[config.mk]
export PLATFORM = sky130hd
export DESIGN_NAME = rst_suspend_ctrl
export DESIGN_NICKNAME = d
export VERILOG_FILES = /design/src/rst_pwr_pkg.sv /design/src/rst_suspend_ctrl.sv /design/src/span_timer.sv /design/src/watchdog_timer.sv
export VERILOG_INCLUDE_DIRS = /design/src
export SDC_FILE = /design/constraint.sdc
export NUM_CORES = 1
export LEC_CHECK = 0
export BUFFER_PORTS_ARGS = -buffer_cell sky130_fd_sc_hd__buf_2
export CAP_MARGIN = 30
export CELL_PAD_IN_SITES_DETAIL_PLACEMENT = 1
export CELL_PAD_IN_SITES_GLOBAL_PLACEMENT = 1
export CORE_MARGIN = 2
export CORE_UTILIZATION = 45
export CTS_CLUSTER_DIAMETER = 80
export DETAILED_ROUTE_END_ITERATION = 16
export GPL_TIMING_DRIVEN = 0
export PLACE_DENSITY = 0.89
export SETUP_SLACK_MARGIN = 0.2
export SLEW_MARGIN = 20
export SYNTH_ARGS = -nofsm -noshare
export SYNTH_HDL_FRONTEND = slang
export SYNTH_SLANG_ARGS = --single-unit
[constraint.sdc]
create_clock -name clk_sys -period 2.6 [get_ports clk_sys]
set_input_delay 0.52 -clock clk_sys [delete_from_list [all_inputs] [get_ports clk_sys]]
set_output_delay 0.52 -clock clk_sys [all_outputs]
set_load 0.005 [all_outputs]
[src/rst_pwr_consts.svh]
// register map, field positions, reset values and timing figures of the reset/suspend block
`ifndef RST_PWR_CONSTS_SVH
`define RST_PWR_CONSTS_SVH

`define ADDR_WDOG_CLEAR   8'h26
`define ADDR_CLK_CFG      8'hF8
`define ADDR_PROC_STATUS  8'hFF

`define PS_RUN_BIT        0
`define PS_SENSE_BIT      2
`define PS_SUSPEND_BIT    3
`define PS_SUPPLY_BIT     4
`define PS_WDOG_BIT       6
`define PS_RESET_VAL      8'h11

`define CC_EXT_OSC_BIT    0
`define CC_UV_DIS_BIT     3
`define CC_RES_DLY_BIT    7
`define CC_RESET_VAL      8'h00

`define BOR_TRIP_MV       2500
`define RESET_VECTOR      14'h0000

`define CLK_MHZ           250
`define T_START_US        1000
`define T_WDOG_HOLD_MS    2
`define T_WATCH_MS        8
`define T_RES_EXT_LONG_US 4000
`define T_RES_EXT_SHORT_US 128
`define T_RES_INT_US      8

`endif

[src/rst_pwr_pkg.sv]
// types shared by the reset and suspend control block
package rst_pwr_pkg;

	typedef enum logic [6:0] {
		ST_SUPPLY_HOLD = 7'h01,
		ST_START       = 7'h02,
		ST_RUN         = 7'h04,
		ST_SUSPEND     = 7'h08,
		ST_OSC_WAIT    = 7'h10,
		ST_RES_DELAY   = 7'h20,
		ST_WDOG_HOLD   = 7'h40
	} pwr_state_t;

	typedef struct packed {
		logic       wr;
		logic       rd;
		logic [7:0] addr;
		logic [7:0] data;
	} io_req_t;

	typedef struct packed {
		logic [7:0] irq_pend;
		logic [7:0] irq_en;
		logic       spi_irq;
	} wake_src_t;

endpackage

[src/rst_suspend_ctrl.sv]
// brown-out, watchdog and suspend sequencing for the core
// Functional notes
// RL1: brown-out always watched, forces reset
// RL2: after trip, hold until above undervolt_threshold, delay
// RL3: suspend relies on brown-out only
// RL4: any write to 0x26 clears watchdog
// RL5: uncleared watchdog rolls over, resets core
// RL6: watchdog reset sets status bit 6
// RL7: watchdog reset holds core about 2 ms
// RL8: suspend bit write enters suspend
// RL9: suspend stops oscillators, timers and watchdog
// RL10: only listed wake sources end suspend
// RL11: resume after oscillator stable plus delay
// RL12: enabled pending interrupt wakes, sense bit ignored
// RL13: pending wake still enters suspend first
// RL14: resume requires run bit set
// RL15: next instruction runs before any interrupt
// RL16: firmware writes 09h to FFh to suspend
// RL17: wake clock follows external oscillator enable
// RL18: firmware disables unwanted interrupts before suspend
// RL19: external clock resume 4 ms or 128 us
// RL20: internal clock resume about 8 us
// RL21: undervolt reset off in suspend, restored after
// RL22: resume counted on restarted clock, core gated
`timescale 1ns/1ns
`include "rst_pwr_consts.svh"
module rst_suspend_ctrl #(
	parameter int START_CYC    = `T_START_US * `CLK_MHZ,
	parameter int WDOG_HOLD_CYC = `T_WDOG_HOLD_MS * 1000 * `CLK_MHZ,
	parameter int WATCH_CYC    = `T_WATCH_MS * 1000 * `CLK_MHZ,
	parameter int RES_LONG_CYC = `T_RES_EXT_LONG_US * `CLK_MHZ,
	parameter int RES_SHORT_CYC = `T_RES_EXT_SHORT_US * `CLK_MHZ
) (
	input  wire logic                 clk_sys,
	input  wire logic                 nrst,
	input  wire logic                 supply_drop_detect,
	input  wire logic                 undervolt_detect,
	input  wire logic                 ps2_serial_data_pin,
	input  wire logic                 osc_stable,
	input  wire rst_pwr_pkg::io_req_t io_req,
	input  wire rst_pwr_pkg::wake_src_t wake_src,
	input  wire logic                 core_instr_done,
	output logic [7:0]                io_rdata,
	output logic                      core_rst,
	output logic                      core_clk_en,
	output logic                      osc_run,
	output logic                      ext_osc_sel,
	output logic                      timers_run,
	output logic                      undervolt_reset_armed,
	output logic                      irq_defer
);
	localparam int TW          = 20;
	localparam int RES_INT_CYC = `T_RES_INT_US * `CLK_MHZ;

	rst_pwr_pkg::pwr_state_t st;
	logic [7:0]  proc_status;
	logic [7:0]  clk_cfg;
	logic [1:0]  drop_sync;
	logic [1:0]  uv_sync;
	logic [1:0]  dm_sync;
	logic [1:0]  osc_sync;
	logic        drop_lvl;
	logic        uv_lvl;
	logic        dm_low;
	logic        osc_ok;
	logic        uv_armed;
	logic        brown;
	logic        wake;
	logic        run_wr;
	logic        wd_clear;
	logic        wd_roll;
	logic [23:0] wd_cnt;
	logic        susp_req;
	logic        tm_start;
	logic [TW-1:0] tm_len;
	logic        tm_busy;
	logic        tm_done;
	logic        osc_lost;
	logic [TW-1:0] res_cnt;

	// two-stage synchronisers for analog and pin levels
	always_ff @(posedge clk_sys or negedge nrst) begin
		if (!nrst) begin
			drop_sync <= 2'h0;
			uv_sync   <= 2'h0;
			dm_sync   <= 2'h3;
			osc_sync  <= 2'h0;
		end else begin
			drop_sync <= {drop_sync[0], supply_drop_detect};
			uv_sync   <= {uv_sync[0], undervolt_detect};
			dm_sync   <= {dm_sync[0], ps2_serial_data_pin};
			osc_sync  <= {osc_sync[0], osc_stable};
		end
	end

	assign drop_lvl = drop_sync[1];
	assign uv_lvl   = uv_sync[1];
	assign dm_low   = ~dm_sync[1];
	assign osc_ok   = osc_sync[1];

	// a stale stable level from before suspend must not start the resume
	always_ff @(posedge clk_sys or negedge nrst) begin
		if (!nrst) osc_lost <= 1'b0;
		else if (!osc_ok) osc_lost <= 1'b1; // RL11
		else if (st == rst_pwr_pkg::ST_RUN) osc_lost <= 1'b0;
	end

	// undervolt reset idles in suspend and comes back after it
	assign uv_armed = ~clk_cfg[`CC_UV_DIS_BIT]
		& ~(st inside {rst_pwr_pkg::ST_SUSPEND, rst_pwr_pkg::ST_OSC_WAIT}); // RL21
	// brown-out is never masked; undervolt only when armed
	assign brown = drop_lvl | (uv_armed & uv_lvl); // RL1 RL3

	// wake sources; the global interrupt sense bit plays no part
	assign wake = (|(wake_src.irq_pend & wake_src.irq_en)) | wake_src.spi_irq | dm_low; // RL10 RL12

	// register writes only land while the core runs
	assign run_wr   = io_req.wr & (st == rst_pwr_pkg::ST_RUN);
	assign wd_clear = run_wr & (io_req.addr == `ADDR_WDOG_CLEAR); // RL4
	assign susp_req = run_wr & (io_req.addr == `ADDR_PROC_STATUS)
		& io_req.data[`PS_SUSPEND_BIT]; // RL8 RL16

	// timer launch points and lengths
	always_comb begin
		tm_start = 1'b0;
		tm_len   = TW'(START_CYC);
		if (!brown) begin
			if (st == rst_pwr_pkg::ST_SUPPLY_HOLD && !drop_lvl && !uv_lvl) begin
				tm_start = 1'b1; // RL2
			end else if (st == rst_pwr_pkg::ST_RUN && wd_roll) begin
				tm_start = 1'b1;
				tm_len   = TW'(WDOG_HOLD_CYC); // RL7
			end else if (st == rst_pwr_pkg::ST_OSC_WAIT && osc_ok && osc_lost) begin
				tm_start = 1'b1; // RL11 RL22
				if (!ext_osc_sel) begin
					tm_len = TW'(RES_INT_CYC); // RL20
				end else if (clk_cfg[`CC_RES_DLY_BIT]) begin
					tm_len = TW'(RES_LONG_CYC); // RL19
				end else begin
					tm_len = TW'(RES_SHORT_CYC); // RL19
				end
			end
		end
	end

	span_timer #(.W(TW)) u_span (
		.clk_sys (clk_sys),
		.nrst    (nrst),
		.start   (tm_start),
		.abort   (brown),
		.len     (tm_len),
		.busy    (tm_busy),
		.done    (tm_done)
	);

	// watchdog is frozen outside normal running
	watchdog_timer #(.W(24), .PERIOD(WATCH_CYC)) u_wdog (
		.clk_sys (clk_sys),
		.nrst    (nrst),
		.run     (st == rst_pwr_pkg::ST_RUN), // RL9
		.clear   (wd_clear),
		.count   (wd_cnt),
		.roll    (wd_roll)
	);

	// power and reset sequencer
	always_ff @(posedge clk_sys or negedge nrst) begin
		if (!nrst) begin
			st <= rst_pwr_pkg::ST_SUPPLY_HOLD;
		end else if (brown) begin
			st <= rst_pwr_pkg::ST_SUPPLY_HOLD; // RL1
		end else begin
			unique case (st)
				rst_pwr_pkg::ST_SUPPLY_HOLD: begin
					if (tm_start) st <= rst_pwr_pkg::ST_START; // RL2
				end
				rst_pwr_pkg::ST_START: begin
					if (tm_done) st <= rst_pwr_pkg::ST_RUN;
				end
				rst_pwr_pkg::ST_RUN: begin
					if (wd_roll) begin
						st <= rst_pwr_pkg::ST_WDOG_HOLD; // RL5
					end else if (susp_req) begin
						st <= rst_pwr_pkg::ST_SUSPEND; // RL8 RL13
					end
				end
				rst_pwr_pkg::ST_SUSPEND: begin
					if (wake && proc_status[`PS_RUN_BIT]) st <= rst_pwr_pkg::ST_OSC_WAIT; // RL14
				end
				rst_pwr_pkg::ST_OSC_WAIT: begin
					if (tm_start) st <= rst_pwr_pkg::ST_RES_DELAY; // RL11
				end
				rst_pwr_pkg::ST_RES_DELAY: begin
					if (tm_done) st <= rst_pwr_pkg::ST_RUN; // RL11
				end
				rst_pwr_pkg::ST_WDOG_HOLD: begin
					if (tm_done) st <= rst_pwr_pkg::ST_RUN; // RL7
				end
			endcase
		end
	end

	// processor status and control register
	always_ff @(posedge clk_sys or negedge nrst) begin
		if (!nrst) begin
			proc_status <= `PS_RESET_VAL;
		end else if (brown) begin
			proc_status <= `PS_RESET_VAL; // RL2
		end else if (st == rst_pwr_pkg::ST_RUN && wd_roll) begin
			proc_status <= 8'h01 | (proc_status & 8'h10) | (8'h01 << `PS_WDOG_BIT); // RL6
		end else if (st == rst_pwr_pkg::ST_RES_DELAY && tm_done) begin
			proc_status[`PS_SUSPEND_BIT] <= 1'b0;
		end else if (run_wr && io_req.addr == `ADDR_PROC_STATUS) begin
			proc_status <= io_req.data;
		end
	end

	// clock configuration register; cleared by every reset
	always_ff @(posedge clk_sys or negedge nrst) begin
		if (!nrst) begin
			clk_cfg <= `CC_RESET_VAL;
		end else if (brown || (st == rst_pwr_pkg::ST_RUN && wd_roll)) begin
			clk_cfg <= `CC_RESET_VAL;
		end else if (run_wr && io_req.addr == `ADDR_CLK_CFG) begin
			clk_cfg <= io_req.data;
		end
	end

	// read port, one cycle after the strobe
	always_ff @(posedge clk_sys or negedge nrst) begin
		if (!nrst) begin
			io_rdata <= 8'h00;
		end else if (io_req.rd) begin
			unique case (io_req.addr)
				`ADDR_PROC_STATUS: io_rdata <= proc_status;
				`ADDR_CLK_CFG:     io_rdata <= clk_cfg;
				default:           io_rdata <= 8'h00;
			endcase
		end
	end

	// wake clock source is latched only at suspend exit
	always_ff @(posedge clk_sys or negedge nrst) begin
		if (!nrst) begin
			ext_osc_sel <= 1'b0;
		end else if (brown) begin
			ext_osc_sel <= 1'b0;
		end else if (st == rst_pwr_pkg::ST_SUSPEND && wake && proc_status[`PS_RUN_BIT]) begin
			ext_osc_sel <= clk_cfg[`CC_EXT_OSC_BIT]; // RL17
		end
	end

	// first instruction after wake runs ahead of interrupts
	always_ff @(posedge clk_sys or negedge nrst) begin
		if (!nrst) begin
			irq_defer <= 1'b0;
		end else if (brown) begin
			irq_defer <= 1'b0;
		end else if (st == rst_pwr_pkg::ST_RES_DELAY && tm_done) begin
			irq_defer <= 1'b1; // RL15
		end else if (core_instr_done) begin
			irq_defer <= 1'b0;
		end
	end

	// core and clock controls follow the state one cycle later
	always_ff @(posedge clk_sys or negedge nrst) begin
		if (!nrst) begin
			core_rst              <= 1'b1;
			core_clk_en           <= 1'b0;
			osc_run               <= 1'b1;
			timers_run            <= 1'b0;
			undervolt_reset_armed <= 1'b1;
		end else begin
			core_rst <= st inside {rst_pwr_pkg::ST_SUPPLY_HOLD, rst_pwr_pkg::ST_START,
				rst_pwr_pkg::ST_WDOG_HOLD}; // RL2 RL7
			core_clk_en           <= (st == rst_pwr_pkg::ST_RUN); // RL22
			osc_run               <= (st != rst_pwr_pkg::ST_SUSPEND); // RL9
			timers_run            <= (st == rst_pwr_pkg::ST_RUN); // RL9
			undervolt_reset_armed <= uv_armed; // RL21
		end
	end

	// cycles spent in the resume delay, read by the length check
	always_ff @(posedge clk_sys or negedge nrst) begin
		if (!nrst) res_cnt <= '0;
		else res_cnt <= (st == rst_pwr_pkg::ST_RES_DELAY) ? res_cnt + TW'(1) : '0;
	end
endmodule

[src/span_timer.sv]
// one-shot down counter that times start-up, watchdog hold and resume delays
`timescale 1ns/1ns
module span_timer #(
	parameter int W = 20
) (
	input  wire logic         clk_sys,
	input  wire logic         nrst,
	input  wire logic         start,
	input  wire logic         abort,
	input  wire logic [W-1:0] len,
	output logic              busy,
	output logic              done
);
	logic [W-1:0] cnt;

	// done pulses len cycles after start
	always_ff @(posedge clk_sys or negedge nrst) begin
		if (!nrst) begin
			cnt  <= '0;
			busy <= 1'b0;
			done <= 1'b0;
		end else begin
			done <= 1'b0;
			if (abort) begin
				busy <= 1'b0;
			end else if (start) begin
				cnt  <= len;
				busy <= 1'b1;
			end else if (busy) begin
				if (cnt <= W'(1)) begin
					busy <= 1'b0;
					done <= 1'b1;
				end else begin
					cnt <= cnt - W'(1);
				end
			end
		end
	end
endmodule

[src/watchdog_timer.sv]
// watchdog counter, cleared by firmware, pulses on rollover
`timescale 1ns/1ns
module watchdog_timer #(
	parameter int W      = 24,
	parameter int PERIOD = 2000000
) (
	input  wire logic         clk_sys,
	input  wire logic         nrst,
	input  wire logic         run,
	input  wire logic         clear,
	output logic [W-1:0]      count,
	output logic              roll
);
	// counts only while running; clear restarts from zero
	always_ff @(posedge clk_sys or negedge nrst) begin
		if (!nrst) begin
			count <= '0;
			roll  <= 1'b0;
		end else begin
			roll <= 1'b0;
			if (clear) begin
				count <= '0;
			end else if (run) begin
				if (count == W'(PERIOD - 1)) begin
					count <= '0;
					roll  <= 1'b1;
				end else begin
					count <= count + W'(1);
				end
			end
		end
	end
endmodule

[After elaboration in Yosys (flattened, before gate mapping)]
Cells that the tools add are included.
Word-level totals
  output and inout port bits: 15
  input bits: 42
  word-level logic and storage cells: 141
  flip-flop bits (word level): 93
Operators by class
  reduce and logical (&&, ||, !) cells: 30
  muxes and demuxes: 50
  $add $sub $neg: 2
  equal/unequal tests: 22
  $lt $le $gt $ge: 1
  bitwise operators: 14
Operators by type and width (number)
  2-to-1 mux 20 bit: 8
  2-to-1 mux 24 bit: 3
  2-to-1 mux 7 bit: 7
  2-to-1 mux 8 bit: 5
  case mux 7 bit (5 select lines): 1
  adder 24 x 1 -> 24 bit (second input constant): 1
  equality test 24 x 21 -> 1 bit (second input constant): 1
  2-to-1 mux 1 bit: 23
  less-or-equal comparator 20 x 1 -> 1 bit (second input constant): 1
  subtractor 20 x 1 -> 20 bit (second input constant): 1
  equality test 8 bit (second input constant): 2
  case mux 8 bit (2 select lines): 1
  inequality test 3 bit (second input constant): 4
  nonzero test 2 bit: 6
  logical AND 1 bit: 11
  nonzero test 3 bit: 3
  bitwise AND 8 bit: 1
  equality test 8 x 6 -> 1 bit (second input constant): 1
  OR reduction 8 bit: 1
  equality test 7 x 1 -> 1 bit (second input constant): 1
  equality test 7 x 2 -> 1 bit (second input constant): 1
  equality test 7 x 3 -> 1 bit (second input constant): 1
  equality test 7 x 4 -> 1 bit (second input constant): 1
  equality test 7 x 5 -> 1 bit (second input constant): 1
  other kinds (19): 33

[Depth between registers and ports, before layout]
Gate-level depths: netlist of the first run.
  word-level depth: 10
  depth in mapped cells: 10
  gate-level depth less buffers: 9

[Hierarchy]
From an unflattened synthesis of the first run, not the netlist that was laid out.
Second synthesis, totals
  cells, all modules: 532
  area, all modules: 4986.0 um^2
Modules (own cells, without submodules)
  rst_suspend_ctrl: sequential area each 1161.1 um^2, area each 2205.9 um^2, times used 1, cells an instance 217
  watchdog_timer: sequential area each 625.6 um^2, area each 1413.9 um^2, times used 1, cells an instance 151
  span_timer: sequential area each 550.5 um^2, area each 1366.3 um^2, times used 1, cells an instance 164

[Worst setup path after synthesis of the first run]
OpenSTA, ideal clock, no wires.
  kind: register -> register
  from: register st[1]
  to: register st[1]
  arrival time: 2.102 ns
  setup slack: 0.372 ns
  data required time: 2.475 ns
  cell stages (with the launch flop): 8
  clock period less this slack: 2.228 ns
  path buffers: 1
  setup time: 0.125 ns
  cells stage by stage: dfrtp_1 > buf_6 > or3_4 > or2_1 > o32a_1 > and2_4 > o21ai_4 > mux2_4
On the way
  word-level cells in the longest chain between the ends: 9
  elaborated cells on any way between the ends: 33
  classes of those cells: eq/ne: 12; mux: 6; bitwise: 7; reduce/logical: 8
RTL lines
  start, declared: RTL line rst_suspend_ctrl.sv:55  | rst_pwr_pkg::pwr_state_t st;
  start signal, assigned: RTL line rst_suspend_ctrl.sv:169  | st <= rst_pwr_pkg::ST_SUPPLY_HOLD;
  start signal, assigned: RTL line rst_suspend_ctrl.sv:171  | st <= rst_pwr_pkg::ST_SUPPLY_HOLD;
  start signal, assigned: RTL line rst_suspend_ctrl.sv:175  | if (tm_start) st <= rst_pwr_pkg::ST_START;
  equality test 7 x 4 -> 1 bit or equality test 7 x 5 -> 1 bit (tied branches): RTL line rst_suspend_ctrl.sv:110, rst_suspend_ctrl.sv:173, rst_suspend_ctrl.sv:133
  nonzero test 2 bit or logical AND 1 bit (tied branches): RTL line rst_suspend_ctrl.sv:110, rst_suspend_ctrl.sv:133
  NOT 1 bit or logical AND 1 bit (tied branches): RTL line rst_suspend_ctrl.sv:110, rst_suspend_ctrl.sv:133
  bitwise AND 1 bit or 2-to-1 mux 1 bit (tied branches): RTL line rst_suspend_ctrl.sv:109, rst_suspend_ctrl.sv:133
  bitwise AND 1 bit or 2-to-1 mux 1 bit (tied branches): RTL line rst_suspend_ctrl.sv:112, rst_suspend_ctrl.sv:130
  OR 1 bit or 2-to-1 mux 1 bit (tied branches): RTL line rst_suspend_ctrl.sv:112, rst_suspend_ctrl.sv:128
  2-to-1 mux 1 bit: RTL line rst_suspend_ctrl.sv:127  | if (!brown) begin
  inequality test 3 bit (no source line)
  AND reduction 5 bit (no source line)
Several ways; a longest one is shown, not always the timed one.
A chain may end at the register's enable or synchronous reset.

[Final worst setup path of the first run]
  from: register u_span.cnt[13]
  to: register u_span.cnt[9]
On the way
  word-level cells in the longest chain between the ends: 3
RTL lines
  start, declared: RTL line span_timer.sv:14  | logic [W-1:0] cnt;
  start signal, assigned: RTL line span_timer.sv:27  | cnt <= len;
  start signal, assigned: RTL line span_timer.sv:34  | cnt <= cnt - W'(1);
  less-or-equal comparator 20 x 1 -> 1 bit: RTL line span_timer.sv:30  | if (cnt <= W'(1)) begin
  inequality test 2 bit (no source line)
  AND reduction 3 bit (no source line)
Every way passes these cells.

==> flow_summary.toml, run 1 <==
[floorplanning]
die_x_um = 108
fp.dieH_um = 108
num_rows = 38
start_util = 0.457
ioPinCount = 57
core_area_um2 = 10700
die_area_um2 = 11800

[power_and_ir_drop]
p_per_area_nw_per_um2 = 513
irDropWorstVdd_mv = 0.352
p_leak_nw = 2.53

[sta]
clock.fmax_mhz = 411
fin_ws_ns = 0.168
setup_viol = 0
layout_min_cycle_time_ns = 2.43
hold_viol = 0
clock_skew_ns = 0.0241
rsz0062_at_grt = "yes"
tightestPinTransition_ns = 0.713
max_slew_margin = 0.522
timing.final.crit_share = 0.935
slew_violations = 0

[finish]
instances_no_fill = 750
drive_gt1_frac = 0.269
area_growth_pct = 20.6
diodes = 0
fillCellCount = 1264
nNetsFinal = 650

[synth]
synthXorXnorAreaFrac = 0.0357
yosys_warnings = 0
yosysSeqAreaShare = 0.476
synth_fa_ha_area_frac = 0.00765
synth_top_family_by_area = "simple AND/OR/NAND/NOR gates"
syn_nets = 562
synthTopCellsByCount = "dfrtp_1, nor2_1, a21oi_1"
synth_edf_count = 0
syn_avg_cell_area_um2 = 9.49
synthTopCellsByArea = "dfrtp_1, nor2_1, dfstp_2"
yosys.area.top_type = "dfrtp_1"
synth_top_area_share = 0.433
ys_seq_elements = 93
ys.flop_type = "dfrtp_1"
muxShareOfSynthArea = 0.0336
synthArstFlopShare = 1.00
synth_compound_area_frac = 0.168
synth-simple-area-share = 0.241
synth_cells = 517
synthesis.area_um2 = 4910
synth_cell_types = 74
synth.most_common_cell = "dfrtp_1"

[setup_path]
crit_path_max_fanout = 8
cp.required_ns = 2.85
cp-end-kind = "flip-flop"
critical_path_class = "reg2reg"
critPathLaunchType = "flip-flop"
arrival_ns = 2.69

[detailed_routing]
top_layer = "met4"
drc = 0
drt_first_pass_iters = 5
met3RoutedLength_um = 795
drtIter0Drc = 246
vias = 4633
wl_per_cell_um = 21.0
met2_wirelength_mm = 7.78
m1WireLength_mm = 6.55
via_per_inst = 6.18
wl_mm = 15.8
antenna_left = 0

[clock_tree]
cts_num_sinks = 93
cts_tree = "yes"
worstSkewPairLatency_ns = 0.40
cts.clk_slew.worst_paths_ns = 0.10
ctsHtreeMaxLevel = 3
root_buffer = "clkbuf_8"
numCtsBuffers = 9
cts_buffer_depth = 2
ctsHoldBuffers = 0

[placed_design]
place_congestion = 0.840
dp_hpwl_mm = 10.1
dp_slack_ns = -0.0854
port_buffers = 55
placed_cells_incl_taps = 713

[global_route]
grt_usage = 0.263
antenna_found_initial = 0
grt_start_max_net_pins = 57
grt_first_pass_wirelength_mm = 23.9
grt-ovfl-total = 0
first_global_vias = 4854

[hold_path]
min_path_type = "in2async"

[outcome]
status = "finished clean"

[flow_run]
cap_violations = 0
## layer usage
layer	vias up	GRT usage
met5	-	0
met4	0	0.134
met3	59	0.0470
met2	162	0.443
met1	2360	0.324
li1	2052	-
## report_power, final
group / switching (mW) / internal (mW)
Clock: 0.619 / 0.372
Combinational: 0.263 / 0.189
Sequential: 0.0826 / 1.51
## placed cells by master, fill, tap and decap left out, types with 6 or more instances in the layout
master | Yosys | layout
dfrtp_1 | 85 | 84
nor2_1 | 77 | 73
buf_2 | 7 | 63
a21oi_1 | 34 | 32
nand2_1 | 33 | 31
nand3_1 | 24 | 24
buf_4 | 4 | 22
nor3_1 | 21 | 17
mux2i_1 | 15 | 15
o21ai_1 | 15 | 14
inv_1 | 13 | 13
xnor2_1 | 13 | 13
and3_1 | 11 | 11
nand4_1 | 11 | 11
o21ai_0 | 11 | 10
a22oi_1 | 10 | 10
clkbuf_8 | 0 | 9
dfstp_2 | 8 | 8
xor2_1 | 7 | 7
a31oi_1 | 8 | 7
buf_6 | 3 | 6
a21o_1 | 6 | 6
nor4_1 | 6 | 6
## logic make-up after synthesis
family	after synthesis
DFF	93
muxes	16
xor gates and xnor gates	20
adders and majority gates	3
buffers and inverters	37
and+or+nand+nor	226
AOI/OAI and AO/OA	122
## worst max-delay path: stages (launching register included)
cell	delay (ns)
dfrtp_1	0.45
or4_1	0.65
nor2_4	0.19
a31oi_4	0.18
o21ai_4	0.37
clkinvlp_4	0.28
nor2_2	0.14
a21oi_1	0.05
## registers in the layout, summed over array words and instances, names as in the netlist
signal and count:
uv_sync 2, io_rdata 8, irq_defer 1, st 7, u_wdog.count 24, clk_cfg 8
proc_status 8, core_rst 1, u_span.busy 1, u_span.cnt 20, ext_osc_sel 1, drop_sync 2
u_wdog.roll 1, undervolt_reset_armed 1, osc_sync 2, dm_sync 2, u_span.done 1, osc_lost 1
osc_run 1, timers_run 1
## worst paths after layout
path	cells after the start	slack (ns)	start	end
setup / recovery	7	0.17	u_span.cnt[13]	u_span.cnt[9]
hold / removal	1	0.03	nrst	u_span.cnt[9]
min in group clk_sys	1	0.20	ps2_serial_data_pin	dm_sync[0]
max in group asynchronous	2	1.91	nrst	st[0]
setup reg to reg	7	0.17	u_span.cnt[13]	u_span.cnt[9]
hold reg to reg	0	0.36	osc_sync[0]	osc_sync[1]
## metrics by stage
step / utilization / TNS [ns] / total power, mW / instance area, um2 / hold WS (ns)
after detailed placement: 0.502 / -0.492 / 1.97 / 5400 / 0.341
final: 0.551 / 0 / 3.04 / 5920 / 0.0274
after floorplan: - / 0 / 1.81 / 4910 / 0.224
after CTS: 0.531 / 0 / 2.96 / 5700 / 0.0342
after global placement: 0.499 / -0.724 / 1.93 / 5360 / 0.342
after global routing: 0.551 / 0 / 3.16 / 5920 / 0.0343
## cell type report
class / instances / area [um2] / share of cell area
multi-input cells: 387 / 2550 / 0.431
flip-flops and latches: 93 / 2340 / 0.395
repair buffers: 76 / 460 / 0.0778
well taps: 140 / 175 / 0.0296
plain buffers: 21 / 136 / 0.0230
clock buffers: 9 / 124 / 0.0209
clock inverters: 7 / 66.3 / 0.0112
inverters: 16 / 62.6 / 0.0106
repair inverters: 1 / 7.51 / 0.00127
## repair_timing
action                                  CTS  global route
gates resized for setup                  20            23
cloned                                    1             0
pin swaps                                 4             9
endpoints found under the setup margin   36            37
setup buffers                             4            15
Note: power is estimated with default switching activity, not from simulation.
==> run 2: changes to the inputs <==
- ABC_AREA: unset -> 1
- CORE_UTILIZATION: 45 -> 47
- PLACE_DENSITY: 0.89 -> 0.95
- clock period: 2.6 -> 2.9 ns (I/O delays scaled with it)
==> flow_summary.toml, run 2 <==
[synth]
yosysSeqAreaShare = 0.437
yosys_warnings = 0
ys.flop_type = "dfrtp_1"
synth_cell_types = 41
synth_edf_count = 0
synth_cells = 719
synth.most_common_cell = "nand2_1"
ys_seq_elements = 93
synthesis.area_um2 = 5340
yosys.area.top_type = "dfrtp_1"
syn_nets = 764
syn_avg_cell_area_um2 = 7.43
synthTopCellsByCount = "nand2_1, dfrtp_1, nor2_1"
synth_top_area_share = 0.398
synthTopCellsByArea = "dfrtp_1, nand2_1, nand3_1"
synthArstFlopShare = 1.00

[sta]
layout_min_cycle_time_ns = 2.22
clock_skew_ns = 0.0205
clock.fmax_mhz = 450
setup_viol = 0
timing.final.crit_share = 0.767
slew_violations = 0
tightestPinTransition_ns = 0.626
max_slew_margin = 0.579
fin_setup_tns_ns = 0
fin_ws_ns = 0.677
rsz0062_at_grt = "no"
hold_viol = 0

[clock_tree]
ctsHtreeMaxLevel = 3
cts_tree = "yes"
cts.clk_slew.worst_paths_ns = 0.08
root_buffer = "clkbuf_16"
worstSkewPairLatency_ns = 0.37
cts_num_sinks = 93
ctsHoldBuffers = 0
post_cts_resized = 0
cts_buffer_depth = 2
numCtsBuffers = 9
postCtsSetupRepairBufs = 0

[detailed_routing]
drc = 0
wl_per_cell_um = 19.9
wl_mm = 18.5
drt_first_pass_iters = 4
drtIter0Drc = 286
vias = 5489
via_per_inst = 5.90
antenna_left = 0

[power_and_ir_drop]
p_per_area_nw_per_um2 = 653
irDropWorstVdd_mv = 0.423
p_leak_nw = 3.06

[setup_path]
worstReg2RegStart = "u_wdog.count[0]"
critical_path_class = "reg2reg"
crit_family = "simple AND/OR/NAND/NOR gates"
worst-path-buf-inv = 1
crit_path_max_fanout = 10
path_cells = "ha_1 -> nand2_1 -> nor2_1 -> inv_1 -> nor3_1 -> nand4_1 -> a21oi_2 -> nor2_1"
r2r_end = "u_wdog.count[3]"
setup.reg_to_reg.worst_slack_ns = 0.68
r2r_cells = 8
cp.required_ns = 3.12
crit_path_frequent_cell = "nor2_1"
critical-path-max-stage-delay_ns = 0.47
cp-end-kind = "flip-flop"
arrival_ns = 2.45
critPathLaunchType = "flip-flop"
crit_slowest_cell = "a21oi_2"

[floorplanning]
core_area_um2 = 11000
die_x_um = 111
ioPinCount = 57
die_area_um2 = 12200
num_rows = 38
start_util = 0.487
fp.dieH_um = 111

[placed_design]
placed_cells_incl_taps = 915
dp_hpwl_mm = 13.0
place_congestion = 0.929
dp_slack_ns = 0.652
port_buffers = 55

[global_route]
grt_first_pass_wirelength_mm = 30.2
grt_usage = 0.309
grt-ovfl-total = 0
first_global_vias = 6026
grt_start_max_net_pins = 49
antenna_found_initial = 1

[finish]
largestRegisters = "u_wdog.count: 24 flops, u_span.cnt: 20 flops"
diodes = 0
mostFrequentLayoutCells = "nand2_1, dfrtp_1, nor2_1"
instances_no_fill = 931
layout_commonest_cell = "nand2_1"
area_growth_pct = 14.8
drive_gt1_frac = 0.143
top_register = "u_wdog.count"
largest_reg_flops = 24
nNetsFinal = 831
fillCellCount = 1400

[outcome]
status = "finished clean"

[hold_path]
min_path_type = "in2async"

[flow_run]
cap_violations = 0
## run 2: cell families (layout without fill, tap and decap cells)
family                   after synthesis  in the layout  synth area share
AO/OA/AOI/OAI                         72             72            0.0752
XOR/XNOR                              27             27            0.0443
adder cells (fa/ha/maj)                3              3           0.00702
buffers and inverters                 92            164            0.0723
flip-flops                            93             93             0.437
AND/OR/NAND/NOR                      432            432             0.364
## run 2: per-layer routing
layer | vias to the layer above | wire length, um | track usage
li1 | 2483 | - | -
met1 | 2708 | 7290 | 0.360
met2 | 216 | 9290 | 0.537
met3 | 80 | 1090 | 0.0648
met4 | 2 | 793 | 0.158
met5 | - | 12 | 0
## run 2: how the worst max path moves through the flow
stage / end / start / depth (start not counted)
floorplan: clk_cfg[1] / io_req[15] / 6
global placement: u_wdog.count[12] / nrst / 1
detailed placement: proc_status[1] / io_req[10] / 8
CTS: u_wdog.count[3] / u_wdog.count[0] / 8
global route: u_wdog.count[14] / u_wdog.count[0] / 8
finish: u_wdog.count[3] / u_wdog.count[0] / 8
## run 2: metrics by stage
stage | instance area, um2 | power [mW] | util | hold WS (ns)
finish | 6130 | 4.00 | 0.558 | 0.153
CTS | 6130 | 3.99 | 0.558 | 0.167
global route | 6130 | 4.21 | 0.558 | 0.189
floorplan | 5340 | 2.34 | - | 0.284
global placement | 5790 | 2.59 | 0.528 | 0.337
detailed placement | 5830 | 2.68 | 0.531 | 0.337
## run 2: layout make-up
cell class | instances | area, um2 | area share
well taps | 140 | 175 | 0.0286
multi-input cells | 534 | 2620 | 0.427
clock inverters | 3 | 45.0 | 0.00734
inverters | 78 | 293 | 0.0477
clock buffers | 13 | 260 | 0.0424
flip-flops and latches | 93 | 2340 | 0.381
plain buffers | 14 | 93.8 | 0.0153
repair buffers | 56 | 309 | 0.0504
## run 2: power breakdown
group          internal (mW)  switching [mW]
sequential              1.44           0.163
clock                  0.718           0.550
combinational          0.390           0.746
total                   2.54            1.46
